`config.mk`:
```
export PLATFORM = sky130hd
export DESIGN_NAME = crfio_core
export DESIGN_NICKNAME = d
export VERILOG_FILES = /design/src/crfio_pkg.sv /design/src/crfio_regmem.sv /design/src/crfio_status.sv /design/src/crfio_core.sv
export SDC_FILE = /design/constraint.sdc
export NUM_CORES = 1
export LEC_CHECK = 0
export BUFFER_PORTS_ARGS = -buffer_cell sky130_fd_sc_hd__buf_2
export CORE_MARGIN = 10
export CORE_UTILIZATION = 51
export CTS_CLUSTER_SIZE = 10
export DETAILED_ROUTE_END_ITERATION = 8
export HOLD_SLACK_MARGIN = 0.05
export PLACE_DENSITY = 0.78
export SLEW_MARGIN = 20
export SYNTH_ARGS = -nofsm -noshare
export SYNTH_HDL_FRONTEND = slang
export SYNTH_SLANG_ARGS = --single-unit
export TNS_END_PERCENT = 5
```
`constraint.sdc`:
```
create_clock -name clk -period 2.04 [get_ports clk]
set_input_delay 0.102 -clock clk [delete_from_list [all_inputs] [get_ports clk]]
set_output_delay 0.102 -clock clk [all_outputs]
set_load 0.05 [all_outputs]
```
`src/crfio_pkg.sv`:
```
package crfio_pkg;

  localparam int REG_COUNT = 32;
  localparam logic [4:0] IMM_BASE = 5'h10;
  localparam logic [15:0] DS_IO_BASE = 16'h0020;
  localparam logic [15:0] DS_IO_LAST = 16'h005F;
  localparam logic [5:0] IO_BIT_LAST = 6'h1F;
  localparam logic [5:0] IO_STATUS_ADDR = 6'h3F;
  localparam int GIE_BIT = 7;
  localparam int COPY_BIT = 6;
  localparam logic [7:0] STATUS_RESET = 8'h00;
  localparam logic [7:0] REG_RESET = 8'h00;
  localparam int PTR_X_LO = 26;
  localparam int PTR_Y_LO = 28;
  localparam int PTR_Z_LO = 30;

  typedef enum logic [2:0] {
    BIT_NONE = 3'h0,
    BIT_SET = 3'h1,
    BIT_CLEAR = 3'h2,
    BIT_SKIP_ONE = 3'h3,
    BIT_SKIP_ZERO = 3'h4
  } crfio_bitop_type;

  typedef enum logic [1:0] {
    ST_IDLE = 2'h1,
    ST_RMW = 2'h2
  } crfio_state_type;

  typedef enum logic [1:0] {
    SRC_NONE = 2'h0,
    SRC_REG = 2'h1,
    SRC_STAT = 2'h2,
    SRC_EXT = 2'h3
  } crfio_src_type;

  typedef struct packed {
    logic [4:0] rdAddrA;
    logic rdImmA;
    logic [4:0] rdAddrB;
    logic wrEn;
    logic wrImm;
    logic [4:0] wrAddr;
    logic [7:0] wrData;
  } crfio_regport_type;

  typedef struct packed {
    logic valid;
    logic write;
    logic [15:0] addr;
    logic [7:0] wdata;
  } crfio_dsreq_type;

  typedef struct packed {
    logic valid;
    logic write;
    logic [5:0] addr;
    logic [7:0] wdata;
    crfio_bitop_type bitOp;
    logic [2:0] bitSel;
  } crfio_ioreq_type;

  typedef struct packed {
    logic valid;
    logic write;
    logic [5:0] addr;
    logic [7:0] wdata;
  } crfio_iobus_type;

  typedef struct packed {
    logic irqTaken;
    logic retHandler;
    logic copyToFlag;
    logic copyBit;
  } crfio_statctl_type;

  function automatic logic [4:0] effAddr(input logic [4:0] a, input logic imm);
    return imm ? (IMM_BASE | {1'h0, a[3:0]}) : a;
  endfunction

  function automatic logic dsIsReg(input logic [15:0] a);
    return a < DS_IO_BASE;
  endfunction

  function automatic logic dsIsIo(input logic [15:0] a);
    return (a >= DS_IO_BASE) && (a <= DS_IO_LAST);
  endfunction

  function automatic logic [5:0] ioFromDs(input logic [15:0] a);
    logic [15:0] d;
    d = a - DS_IO_BASE;
    return d[5:0];
  endfunction

  function automatic logic [7:0] bitMod(input logic [7:0] b, input crfio_bitop_type op,
                                        input logic [2:0] sel);
    logic [7:0] r;
    r = b;
    if (op == BIT_SET) begin
      r[sel] = 1'h1;
    end else if (op == BIT_CLEAR) begin
      r[sel] = 1'h0;
    end
    return r;
  endfunction

endpackage

```
`src/crfio_regmem.sv`:
```
module crfio_regmem (
  // Clock and reset
  input wire logic clk,
  input wire logic rst,
  // Write port
  input wire logic wrEn,
  input wire logic [4:0] wrAddr,
  input wire logic [7:0] wrData,
  // Read ports
  input wire logic [4:0] rdAddrA,
  input wire logic [4:0] rdAddrB,
  input wire logic [4:0] rdAddrC,
  output logic [7:0] rdDataA,
  output logic [7:0] rdDataB,
  output logic [7:0] rdDataC,
  // Pointer pairs
  output logic [15:0] ptrX,
  output logic [15:0] ptrY,
  output logic [15:0] ptrZ
);

  logic [7:0] mem_r [crfio_pkg::REG_COUNT];
  logic [7:0] mem_nxt [crfio_pkg::REG_COUNT];

  // Reads see the contents before a same-cycle write
  always_comb begin
    mem_nxt = mem_r;
    if (wrEn) begin
      mem_nxt[wrAddr] = wrData;
    end
  end

  always_ff @(posedge clk) begin
    if (rst) begin
      for (int i = 0; i < crfio_pkg::REG_COUNT; i++) begin
        mem_r[i] <= crfio_pkg::REG_RESET;
      end
      rdDataA <= crfio_pkg::REG_RESET;
      rdDataB <= crfio_pkg::REG_RESET;
      rdDataC <= crfio_pkg::REG_RESET;
      ptrX <= 16'h0000;
      ptrY <= 16'h0000;
      ptrZ <= 16'h0000;
    end else begin
      mem_r <= mem_nxt;
      rdDataA <= mem_r[rdAddrA];
      rdDataB <= mem_r[rdAddrB];
      rdDataC <= mem_r[rdAddrC];
      ptrX <= {mem_r[crfio_pkg::PTR_X_LO + 1], mem_r[crfio_pkg::PTR_X_LO]};
      ptrY <= {mem_r[crfio_pkg::PTR_Y_LO + 1], mem_r[crfio_pkg::PTR_Y_LO]};
      ptrZ <= {mem_r[crfio_pkg::PTR_Z_LO + 1], mem_r[crfio_pkg::PTR_Z_LO]};
    end
  end

endmodule

```
`src/crfio_status.sv`:
```
module crfio_status (
  // Clock and reset
  input wire logic clk,
  input wire logic rst,
  // Software access
  input wire logic swWr,
  input wire logic [7:0] swData,
  // Hardware events
  input crfio_pkg::crfio_statctl_type statCtl,
  // Flags
  output logic [7:0] flags
);

  logic [7:0] flags_r;
  logic [7:0] flags_nxt;

  // Taking an interrupt beats every other update of the enable
  always_comb begin
    flags_nxt = flags_r;
    if (swWr) begin
      flags_nxt = swData;
    end
    if (statCtl.copyToFlag) begin
      flags_nxt[crfio_pkg::COPY_BIT] = statCtl.copyBit;
    end
    if (statCtl.retHandler) begin
      flags_nxt[crfio_pkg::GIE_BIT] = 1'h1;
    end
    if (statCtl.irqTaken) begin
      flags_nxt[crfio_pkg::GIE_BIT] = 1'h0;
    end
  end

  always_ff @(posedge clk) begin
    if (rst) begin
      flags_r <= crfio_pkg::STATUS_RESET;
    end else begin
      flags_r <= flags_nxt;
    end
  end

  assign flags = flags_r;
endmodule

```
`src/crfio_core.sv`:
```
// What this block does
// - Thirty-two working registers are each reachable by any register operation without an immediate operand.
// - Immediate-operand operations select only registers sixteen to thirty-one.
// - Working registers also answer at data addresses zero to thirty-one.
// - Registers twenty-six to thirty-one pair up into three 16-bit pointers.
// - Port-style accesses reach I/O addresses 0x00 to 0x3F and move one byte.
// - A data address equals the I/O address plus 0x20 for I/O registers.
// - Bit set, clear and skip tests work only on I/O addresses 0x00 to 0x1F.
// - Some peripheral flags clear on a written one and ignore a written zero.
// - Bit set and clear rewrite the whole byte, so flags read as one get cleared.
// - The status flags sit at I/O address 0x3F, data address 0x5F.
// - Status bit 7 is the global interrupt enable and blocks all interrupts when zero.
// - Taking an interrupt clears the global enable and handler return sets it.
// - Status bit 6 is the copy flag that bit store writes and bit load reads.
module crfio_core (
  // Clock and reset
  input wire logic clk,
  input wire logic rst,
  // Working register port
  input crfio_pkg::crfio_regport_type regPort,
  output logic [7:0] rdDataA,
  output logic [7:0] rdDataB,
  // Indirect pointers
  output logic [15:0] ptrX,
  output logic [15:0] ptrY,
  output logic [15:0] ptrZ,
  // Data space access
  input crfio_pkg::crfio_dsreq_type dsReq,
  output logic [7:0] dsRdata,
  output logic dsDone,
  // Port-style I/O access
  input crfio_pkg::crfio_ioreq_type ioReq,
  output logic [7:0] ioRdata,
  output logic ioDone,
  output logic skipTaken,
  output logic bitRefused,
  output logic busy,
  // Peripheral register bus
  output crfio_pkg::crfio_iobus_type extIo,
  input wire logic [7:0] extRdata,
  // Status and interrupts
  input crfio_pkg::crfio_statctl_type statCtl,
  input wire logic irqPending,
  output logic [7:0] statusFlags,
  output logic irqAccept
);

  // Unified access of the current cycle
  logic accValid;
  logic accWrite;
  logic accDs;
  logic accIsReg;
  logic accNone;
  logic [4:0] accRegAddr;
  logic [5:0] accIo;
  logic [7:0] accData;
  crfio_pkg::crfio_bitop_type accOp;
  logic accRefuse;
  logic accStatus;
  logic statusWr;

  // Register file hookup
  logic memWrEn;
  logic [4:0] memWrAddr;
  logic [7:0] memWrData;
  logic [7:0] memDataC;

  // Sequencer state
  crfio_pkg::crfio_state_type state_r, state_nxt;
  crfio_pkg::crfio_iobus_type extIo_r, extIo_nxt;
  crfio_pkg::crfio_bitop_type rmwOp_r, rmwOp_nxt;
  logic [2:0] rmwSel_r, rmwSel_nxt;
  logic [5:0] rmwAddr_r, rmwAddr_nxt;
  logic pendValid_r, pendValid_nxt;
  logic pendDs_r, pendDs_nxt;
  logic pendWrite_r, pendWrite_nxt;
  logic pendRefuse_r, pendRefuse_nxt;
  crfio_pkg::crfio_src_type pendSrc_r, pendSrc_nxt;
  logic [7:0] dsRdata_r, dsRdata_nxt;
  logic [7:0] ioRdata_r, ioRdata_nxt;
  logic dsDone_r, dsDone_nxt;
  logic ioDone_r, ioDone_nxt;
  logic skip_r, skip_nxt;
  logic refused_r, refused_nxt;
  logic busy_r, busy_nxt;
  logic irqAccept_r, irqAccept_nxt;
  logic [7:0] rdBack;

  // Port-style requests win over data-space requests in the same cycle
  always_comb begin
    accValid = 1'h0;
    accWrite = 1'h0;
    accDs = 1'h0;
    accIsReg = 1'h0;
    accNone = 1'h0;
    accRegAddr = dsReq.addr[4:0];
    accIo = ioReq.addr;
    accData = ioReq.wdata;
    accOp = crfio_pkg::BIT_NONE;
    if (state_r == crfio_pkg::ST_IDLE) begin
      if (ioReq.valid) begin
        accValid = 1'h1;
        accWrite = ioReq.write;
        accOp = ioReq.bitOp;
      end else if (dsReq.valid) begin
        accValid = 1'h1;
        accDs = 1'h1;
        accWrite = dsReq.write;
        accData = dsReq.wdata;
        if (crfio_pkg::dsIsReg(dsReq.addr)) begin
          accIsReg = 1'h1;
        end else if (crfio_pkg::dsIsIo(dsReq.addr)) begin
          accIo = crfio_pkg::ioFromDs(dsReq.addr);
        end else begin
          accNone = 1'h1;
        end
      end
    end
    accRefuse = (accOp != crfio_pkg::BIT_NONE) && (accIo > crfio_pkg::IO_BIT_LAST);
    accStatus = !accIsReg && !accNone && (accIo == crfio_pkg::IO_STATUS_ADDR);
    statusWr = accValid && accWrite && accStatus && (accOp == crfio_pkg::BIT_NONE);
  end

  // A direct write beats a data-space write to the file; both hit one array
  always_comb begin
    memWrEn = regPort.wrEn || (accValid && accIsReg && accWrite);
    memWrAddr = regPort.wrEn ? crfio_pkg::effAddr(regPort.wrAddr, regPort.wrImm) : accRegAddr;
    memWrData = regPort.wrEn ? regPort.wrData : accData;
  end

  crfio_regmem u_regmem (
    .clk(clk),
    .rst(rst),
    .wrEn(memWrEn),
    .wrAddr(memWrAddr),
    .wrData(memWrData),
    .rdAddrA(crfio_pkg::effAddr(regPort.rdAddrA, regPort.rdImmA)),
    .rdAddrB(regPort.rdAddrB),
    .rdAddrC(accRegAddr),
    .rdDataA(rdDataA),
    .rdDataB(rdDataB),
    .rdDataC(memDataC),
    .ptrX(ptrX),
    .ptrY(ptrY),
    .ptrZ(ptrZ)
  );

  crfio_status u_status (
    .clk(clk),
    .rst(rst),
    .swWr(statusWr),
    .swData(accData),
    .statCtl(statCtl),
    .flags(statusFlags)
  );

  always_comb begin
    case (pendSrc_r)
      crfio_pkg::SRC_REG: rdBack = memDataC;
      crfio_pkg::SRC_STAT: rdBack = statusFlags;
      crfio_pkg::SRC_EXT: rdBack = extRdata;
      default: rdBack = 8'h00;
    endcase
  end

  always_comb begin
    state_nxt = state_r;
    extIo_nxt = '0;
    rmwOp_nxt = rmwOp_r;
    rmwSel_nxt = rmwSel_r;
    rmwAddr_nxt = rmwAddr_r;
    pendValid_nxt = 1'h0;
    pendDs_nxt = 1'h0;
    pendWrite_nxt = 1'h0;
    pendRefuse_nxt = 1'h0;
    pendSrc_nxt = crfio_pkg::SRC_NONE;
    dsRdata_nxt = dsRdata_r;
    ioRdata_nxt = ioRdata_r;
    dsDone_nxt = 1'h0;
    ioDone_nxt = 1'h0;
    skip_nxt = 1'h0;
    refused_nxt = 1'h0;
    if (pendValid_r) begin
      if (pendDs_r) begin
        dsDone_nxt = 1'h1;
        if (!pendWrite_r) begin
          dsRdata_nxt = rdBack;
        end
      end else begin
        ioDone_nxt = 1'h1;
        refused_nxt = pendRefuse_r;
        if (!pendWrite_r) begin
          ioRdata_nxt = rdBack;
        end
      end
    end
    case (state_r)
      crfio_pkg::ST_IDLE: begin
        if (accValid && (accOp != crfio_pkg::BIT_NONE) && !accRefuse) begin
          state_nxt = crfio_pkg::ST_RMW;
          extIo_nxt.valid = 1'h1;
          extIo_nxt.addr = accIo;
          rmwOp_nxt = accOp;
          rmwSel_nxt = ioReq.bitSel;
          rmwAddr_nxt = accIo;
        end else if (accValid) begin
          pendValid_nxt = 1'h1;
          pendDs_nxt = accDs;
          pendWrite_nxt = accWrite || accRefuse;
          pendRefuse_nxt = accRefuse;
          if (accIsReg) begin
            pendSrc_nxt = crfio_pkg::SRC_REG;
          end else if (accStatus) begin
            pendSrc_nxt = crfio_pkg::SRC_STAT;
          end else if (!accNone && !accRefuse) begin
            // Written bytes pass unaltered so write-one-to-clear flags behave
            pendSrc_nxt = crfio_pkg::SRC_EXT;
            extIo_nxt.valid = 1'h1;
            extIo_nxt.write = accWrite;
            extIo_nxt.addr = accIo;
            extIo_nxt.wdata = accData;
          end
        end
      end
      crfio_pkg::ST_RMW: begin
        state_nxt = crfio_pkg::ST_IDLE;
        ioDone_nxt = 1'h1;
        ioRdata_nxt = extRdata;
        if (rmwOp_r == crfio_pkg::BIT_SKIP_ONE) begin
          skip_nxt = extRdata[rmwSel_r];
        end else if (rmwOp_r == crfio_pkg::BIT_SKIP_ZERO) begin
          skip_nxt = !extRdata[rmwSel_r];
        end else begin
          // Whole byte goes back, so any flag read as one is cleared too
          extIo_nxt.valid = 1'h1;
          extIo_nxt.write = 1'h1;
          extIo_nxt.addr = rmwAddr_r;
          extIo_nxt.wdata = crfio_pkg::bitMod(extRdata, rmwOp_r, rmwSel_r);
        end
      end
      default: state_nxt = crfio_pkg::ST_IDLE;
    endcase
    busy_nxt = (state_nxt == crfio_pkg::ST_RMW);
  end

  always_ff @(posedge clk) begin
    if (rst) begin
      state_r <= crfio_pkg::ST_IDLE;
      extIo_r <= '0;
      rmwOp_r <= crfio_pkg::BIT_NONE;
      rmwSel_r <= 3'h0;
      rmwAddr_r <= 6'h00;
      pendValid_r <= 1'h0;
      pendDs_r <= 1'h0;
      pendWrite_r <= 1'h0;
      pendRefuse_r <= 1'h0;
      pendSrc_r <= crfio_pkg::SRC_NONE;
      dsRdata_r <= 8'h00;
      ioRdata_r <= 8'h00;
      dsDone_r <= 1'h0;
      ioDone_r <= 1'h0;
      skip_r <= 1'h0;
      refused_r <= 1'h0;
      busy_r <= 1'h0;
    end else begin
      state_r <= state_nxt;
      extIo_r <= extIo_nxt;
      rmwOp_r <= rmwOp_nxt;
      rmwSel_r <= rmwSel_nxt;
      rmwAddr_r <= rmwAddr_nxt;
      pendValid_r <= pendValid_nxt;
      pendDs_r <= pendDs_nxt;
      pendWrite_r <= pendWrite_nxt;
      pendRefuse_r <= pendRefuse_nxt;
      pendSrc_r <= pendSrc_nxt;
      dsRdata_r <= dsRdata_nxt;
      ioRdata_r <= ioRdata_nxt;
      dsDone_r <= dsDone_nxt;
      ioDone_r <= ioDone_nxt;
      skip_r <= skip_nxt;
      refused_r <= refused_nxt;
      busy_r <= busy_nxt;
    end
  end

  // Gate is registered, so a clear of the enable stops acceptance next cycle
  always_comb begin
    irqAccept_nxt = irqPending && statusFlags[crfio_pkg::GIE_BIT];
  end

  always_ff @(posedge clk) begin
    if (rst) begin
      irqAccept_r <= 1'h0;
    end else begin
      irqAccept_r <= irqAccept_nxt;
    end
  end

  assign extIo = extIo_r;
  assign dsRdata = dsRdata_r;
  assign ioRdata = ioRdata_r;
  assign dsDone = dsDone_r;
  assign ioDone = ioDone_r;
  assign skipTaken = skip_r;
  assign bitRefused = refused_r;
  assign busy = busy_r;
  assign irqAccept = irqAccept_r;
endmodule

```
Word level (Yosys, flattened, before mapping)
Cells that the tools add are included.
Widths: inputs -> output; s select.
- latch bits: 0
- register bits after elaboration: 394
- bits in writable memories: 0
- memory bits (read-only): 0
- memories kept: 0
- word-level logic and storage cells: 215
- input bits: 89
- reductions and logical operators: 37
- equal/unequal tests: 13
- multipliers: 0
- bitwise gates (word level): 12
- shift-type cells: 0
- $lt $le $gt $ge: 11
- div/mod/pow operators: 0
- $add $sub $neg: 1
- multiplexer cells: 78
- operators with widths (kind ; number):
    $bwmux 256 ; 1
    $mux 8 ; 19
    $bmux 8 s5 ; 3
    $mux 16 ; 6
    $demux 8 s5 ; 1
    $mux 6 ; 6
    $pmux 16 s2 ; 1
    $mux 1 ; 29
    $ge 6x6->1 const B ; 4
    $not 5->6 ; 4
    $pmux 8 s3 ; 1
    $ge 16x6->1 const B ; 1
    $le 16x7->1 const B ; 1
    $lt 16x6->1 const B ; 1
    $logic_and 1x1->1 ; 15
    $mux 5 ; 3
    $reduce_or 5->1 ; 2
    $and 8x8->8 ; 1
    $eq 2x2->1 const B ; 4
    $mux 2 ; 4
    $not 8->8 ; 1
    $or 8x8->8 ; 1
    $eq 3x2->1 const B ; 2
    $eq 6x6->1 const B ; 1
    23 further kinds ; 40

Longest topological paths before layout
- depth in word-level cells: 17
- mapped depth: 9

Hierarchy
From an unflattened synthesis, not the netlist that was laid out.
- cell total of the unflattened synthesis: 2164
- area total of the unflattened synthesis: 21026.4 um^2
- modules (own cells, without submodules) (module ; times used ; cells an instance ; seq. area each (um^2) ; area an instance (um^2)):
    crfio_regmem ; 1 ; 1786 ; 6566.3 ; 17717.0
    crfio_core ; 1 ; 349 ; 1161.1 ; 3002.9
    crfio_status ; 1 ; 29 ; 160.2 ; 306.5

Worst setup path before layout
No wires, ideal clock.
- path kind: input-to-reg
- start point: input port dsReq[8] in the netlist's numbering
- end point: register u_regmem.rdDataC[0]
- setup time: 117 ps
- data arrival time: 1938 ps
- slack: -15 ps
- data required time: 1923 ps
- stages: 6
- buffers on the path: 3
- cell sequence: clkbuf_1 buf_4 buf_2 mux4_2 mux4_2 a22o_1
- cells in the longest elaborated chain, start to end: 4
- ends and longest elaborated chain (element ; RTL line ; RTL):
    from (decl) ; crfio_core.sv:28 ; input crfio_pkg::crfio_dsreq_type dsReq,
    $not 5->6 (not written as such) ; crfio_regmem.sv:48 ; rdDataC <= mem_r[rdAddrC];
    $bmux 8 s5 ; crfio_regmem.sv:48 ;
    $mux 8 (not written as such) (2 in series) ; crfio_regmem.sv:48 ;
    to (signal assigned) ; crfio_regmem.sv:40 ; rdDataC <= crfio_pkg::REG_RESET;
    to (signal assigned) ; crfio_regmem.sv:48 ;
    to (decl) ; crfio_regmem.sv:15 ; output logic [7:0] rdDataC,
No other way between the ends. The select of a mux whose other input is x is not followed.
A chain may end at the register's enable or synchronous reset.

Final worst setup path
- start point: register state_r[1]
- end point: register rmwAddr_r[4]
- cells in the longest elaborated chain, start to end: 7
- elaborated cells on any way between the ends: 11
- ends and longest elaborated chain (element ; RTL line ; RTL):
    from (decl) ; crfio_core.sv:69 ; crfio_pkg::crfio_state_type state_r, state_nxt;
    from (signal assigned) ; crfio_core.sv:248 ; state_r <= crfio_pkg::ST_IDLE;
    from (signal assigned) ; crfio_core.sv:266 ; state_r <= state_nxt;
    $eq 2x1->1 (*) ; crfio_core.sv:100, crfio_core.sv:197 ;
    $mux 6 or $mux 3 (tied branches) ; crfio_core.sv:100 ; if (state_r == crfio_pkg::ST_IDLE) begin
    $gt 6x5->1 or $reduce_bool 3->1 (tied branches) ; crfio_core.sv:119, crfio_core.sv:199 ;
    $logic_and 1x1->1 ; crfio_core.sv:119 ; accRefuse = (accOp != crfio_pkg::BIT_NONE) && (accIo > crfio_pkg::IO_BIT_LAST);
    $logic_not 1->1 ; crfio_core.sv:199 ; if (accValid && (accOp != crfio_pkg::BIT_NONE) && !accRefuse) begin
    $logic_and 1x1->1 ; crfio_core.sv:199 ;
    $reduce_and 2->1 (no source line) ; n/a ;
    to (signal assigned) ; crfio_core.sv:270 ; rmwAddr_r <= rmwAddr_nxt;
    to (decl) ; crfio_core.sv:73 ; logic [5:0] rmwAddr_r, rmwAddr_nxt;
Mark *: on every way between the ends. The rest lies on a longest branch, timed or not.

==> impl_results.md <==
- Status: completed
- GR Overflow Total: 0
- Filler cell count: 2906
- Fraction of final layout cells with drive strength greater than 1: a little under two fifths
- Post-synth top area cell: sky130_fd_sc_hd__dfxtp_1
- Detail-routed via count per cell: 6.52
- Floorplan die area: 49800 um^2
- Number of optimization iterations in the first detailed-route pass: 5
- Register bit count reported by yosys: ~390
- Overall routing resource usage: 27.5%
- Total of buffers placed on input and output ports: 198
- Worst-Margin Slew: a little under 0.8 ns
- Launch point of the critical path: state_r[1]$_SDFF_PP0_
- Max Clk Rate: 491 MHz
- Via count of the first global-routing pass: 17.2k
- Max transition margin: 48.4%
- Clock insertion delay at the later pin of the skew report: between 0.5 and 0.6 ns
- Worst-path fanout max: 9
- Sequential area share after synthesis: 37.4%
- RSZ-0062 raised after global routing: true
- Leading cell types by total area after synthesis: sky130_fd_sc_hd__dfxtp_1 37%, sky130_fd_sc_hd__mux4_2 26%, sky130_fd_sc_hd__mux2i_1 12%, sky130_fd_sc_hd__nand2b_1 7.5%, sky130_fd_sc_hd__a21oi_4 2.3%
- Initial detailed-routing violation count: 2117
- Starting utilization of the core area: 51.6%
- Number of setup violations in the final report: 0
- Post-place instance area: 24200 um^2
- Cell area after synthesis: 21100 um^2
- Pins over their slew limit: 0
- Number of antenna violations at the first check in global routing: 1
- Clock Skews: 0.0234 ns
- Dominant synthesized flop cell: sky130_fd_sc_hd__dfxtp_1
- Total wirelength of the detailed-routed design: 72.4 mm
- Placement row count: 74
- Final HPWL DP: 48.8 mm
- Number of synthesized flops with an enable pin: 0
- Leakage power: 9.77 nW
- Hold Vio Cnt, Final: 0
- Top-level I/O count: roughly 200
- Wire per inst: ~28 um
- CTS tree: yes
- Clock transition at path regs: 0.06 ns
- Critical path start-end classification: register to register
- Total power draw: 0.0178 W
- Fraction of registers with async set/reset: 0%
- Average instance area after synthesis: approximately 12 um^2
- Min Tclk post-route: 2.04 ns
- Finished Layout Cells: 2615
- Hold Crit Class: input pin to register
- Power Dens Cells: 677 nW/um^2
- Via count of the routed design: about 17k
- Arrival time at the worst endpoint: 2.49 ns
- Slack of the critical path: 0.00274 ns
- Worst IR Drop VDD: 527 uV
- DRC: 0
- Longest Clk Path Bufs: 3
- Data required time of the critical path: 2.49 ns
- Final nets: 2162
- Pin count of the biggest net entering global routing: 174
- DIE WIDTH: approximately 220 um
- Leading cell type in the layout, fill and taps excluded: sky130_fd_sc_hd__dfxtp_1
- First-pass GRT wire length: about 110 mm
- Number of levels the H-tree was split into: 2
- Final weighted congestion of routability-driven global placement: around 0.96
- Nets in the synthesized netlist: 1841
- Kind of start point of the critical path: register
- TritonCTS buffer count: 46
- Die Y: roughly 220 um
- Kind of end point of the critical path: register
- Placed Cells: between 2k and 2.5k
- Reg-to-reg critical path startpoint: state_r[1]$_SDFF_PP0_
- CTS Root Cell: sky130_fd_sc_hd__clkbuf_16
- Synth unique cells: 55
- Area share of the largest cell type after synthesis: 37.4%
- Number of cells produced by synthesis: 1750
- Worst Min Path Start: ioReq[7]
- Ratio of final minimum period to clock period: 99.9%
- Pre-CTS worst setup slack: -0.188 ns
- Layout overhead on the synthesized area: 25.2%
- Commonest cells after routing, fill and taps aside: 392 x sky130_fd_sc_hd__dfxtp_1, 247 x sky130_fd_sc_hd__nand2b_1, 244 x sky130_fd_sc_hd__mux2i_1, 241 x sky130_fd_sc_hd__mux4_2, 194 x sky130_fd_sc_hd__buf_2
- Post-route cell area: about 26000 um^2
- Max Cap Viol: 0
- Number of warnings issued by yosys: 0
- Num Clock Sinks: 394
- Remaining antenna violation count after routing: 0
- Placeable Area: ~41000 um^2
-- cells in the mapped netlist, drive strengths merged (11+ instances only) --
master  number
a211oi      29
a21oi       74
a22o        24
buf         42
clkbuf     110
dfxtp      394
inv         43
mux2i      253
mux4       241
nand2       45
nand2b     252
nor2        45
nor2b       23
nor3        11
o21ai       34
o22ai       17
o32ai       11
-- metal layers --
metal	vias to the layer above	wire, um	global-route usage, %
met4	2	4760	16.3
met1	8411	26200	33.4
met5	-	13	0
met3	247	8380	7.36
met2	1198	33000	43.2
li1	7204	-	-
-- power by group --
group	internal [W]	switching [W]	total, W
Sequential	0.00783	0.000106	0.00793
Clock	0.00425	0.00315	0.00741
Combinational	0.00107	0.00144	0.00251
-- logic make-up after synthesis --
logic type               after synthesis  synth area share, %
multiplexers                         502                 38.2
AND/OR/NAND/NOR                      434                 12.1
buffers and inverters                195                 3.78
XOR/XNOR                               1               0.0416
AO/OA/AOI/OAI                        222                 8.35
adder cells (fa/ha/maj)                2                0.119
flip-flops                           394                 37.4
-- repair_timing --
| action | in CTS | in global routing |
|---|---|---|
| pin swaps | 1 | 7 |
| cloned | 1 | 5 |
| hold endpoints to repair | 45 | 3 |
| hold buffers | 45 | 3 |
| resized for setup | 16 | 60 |
| setup endpoints to repair | 231 | 275 |
| buffers inserted | 4 | 0 |
-- final timing paths --
path                                    endpoint  slack (ns)  cells after the start
hold reg to reg        rmwAddr_r[5]$_SDFFE_PP0P_        0.47                      1
setup reg to reg       rmwAddr_r[4]$_SDFFE_PP0P_       0.003                      8
hold / removal    u_status.flags[1]$_SDFFE_PP0P_        0.06                      4
setup / recovery       rmwAddr_r[4]$_SDFFE_PP0P_       0.003                      8
-- through the flow --
stage | util (%) | hold WS [ns] | TNS [ns]
3_5_place_dp | 59.1 | 0.341 | -16.02
4_1_cts | 63.7 | 0.0514 | 0
5_1_grt | 64.6 | 0.0592 | -1.35
6_report | 64.6 | 0.0621 | 0
3_3_place_gp | 59.1 | 0.341 | -11.19
2_1_floorplan | - | 0.203 | -0.0232
-- registers in the layout, summed over array words and instances, names as in the netlist, 16 cells and up --
name            flops
extIo              16
u_regmem.ptrY      16
u_regmem.mem_r    256
u_regmem.ptrZ      16
u_regmem.ptrX      16
-- worst max-delay path: stages (launching register included) --
cell and delay, ns:
sky130_fd_sc_hd__dfxtp_2 0.32, sky130_fd_sc_hd__inv_2 0.07, sky130_fd_sc_hd__ha_4 0.16, sky130_fd_sc_hd__nand3b_1 0.13, sky130_fd_sc_hd__buf_4 0.18, sky130_fd_sc_hd__or2_2 0.33, sky130_fd_sc_hd__or3_4 0.42, sky130_fd_sc_hd__a31oi_1 0.23
sky130_fd_sc_hd__a211oi_2 0.06
-- area by class of cell --
cell class              count  area [um^2]  share of cell area [%]
diodes                      1         2.50                 0.00949
clock inverters             3         33.8                   0.128
repair buffers            425         3720                    14.1
well taps                 532          666                    2.52
multi-input cells        1161        12700                    48.0
clock buffers              56         1250                    4.74
flip-flops and latches    394         7890                    29.9
inverters                  43          161                   0.612
No activity file was read; power rests on OpenSTA's default activity.
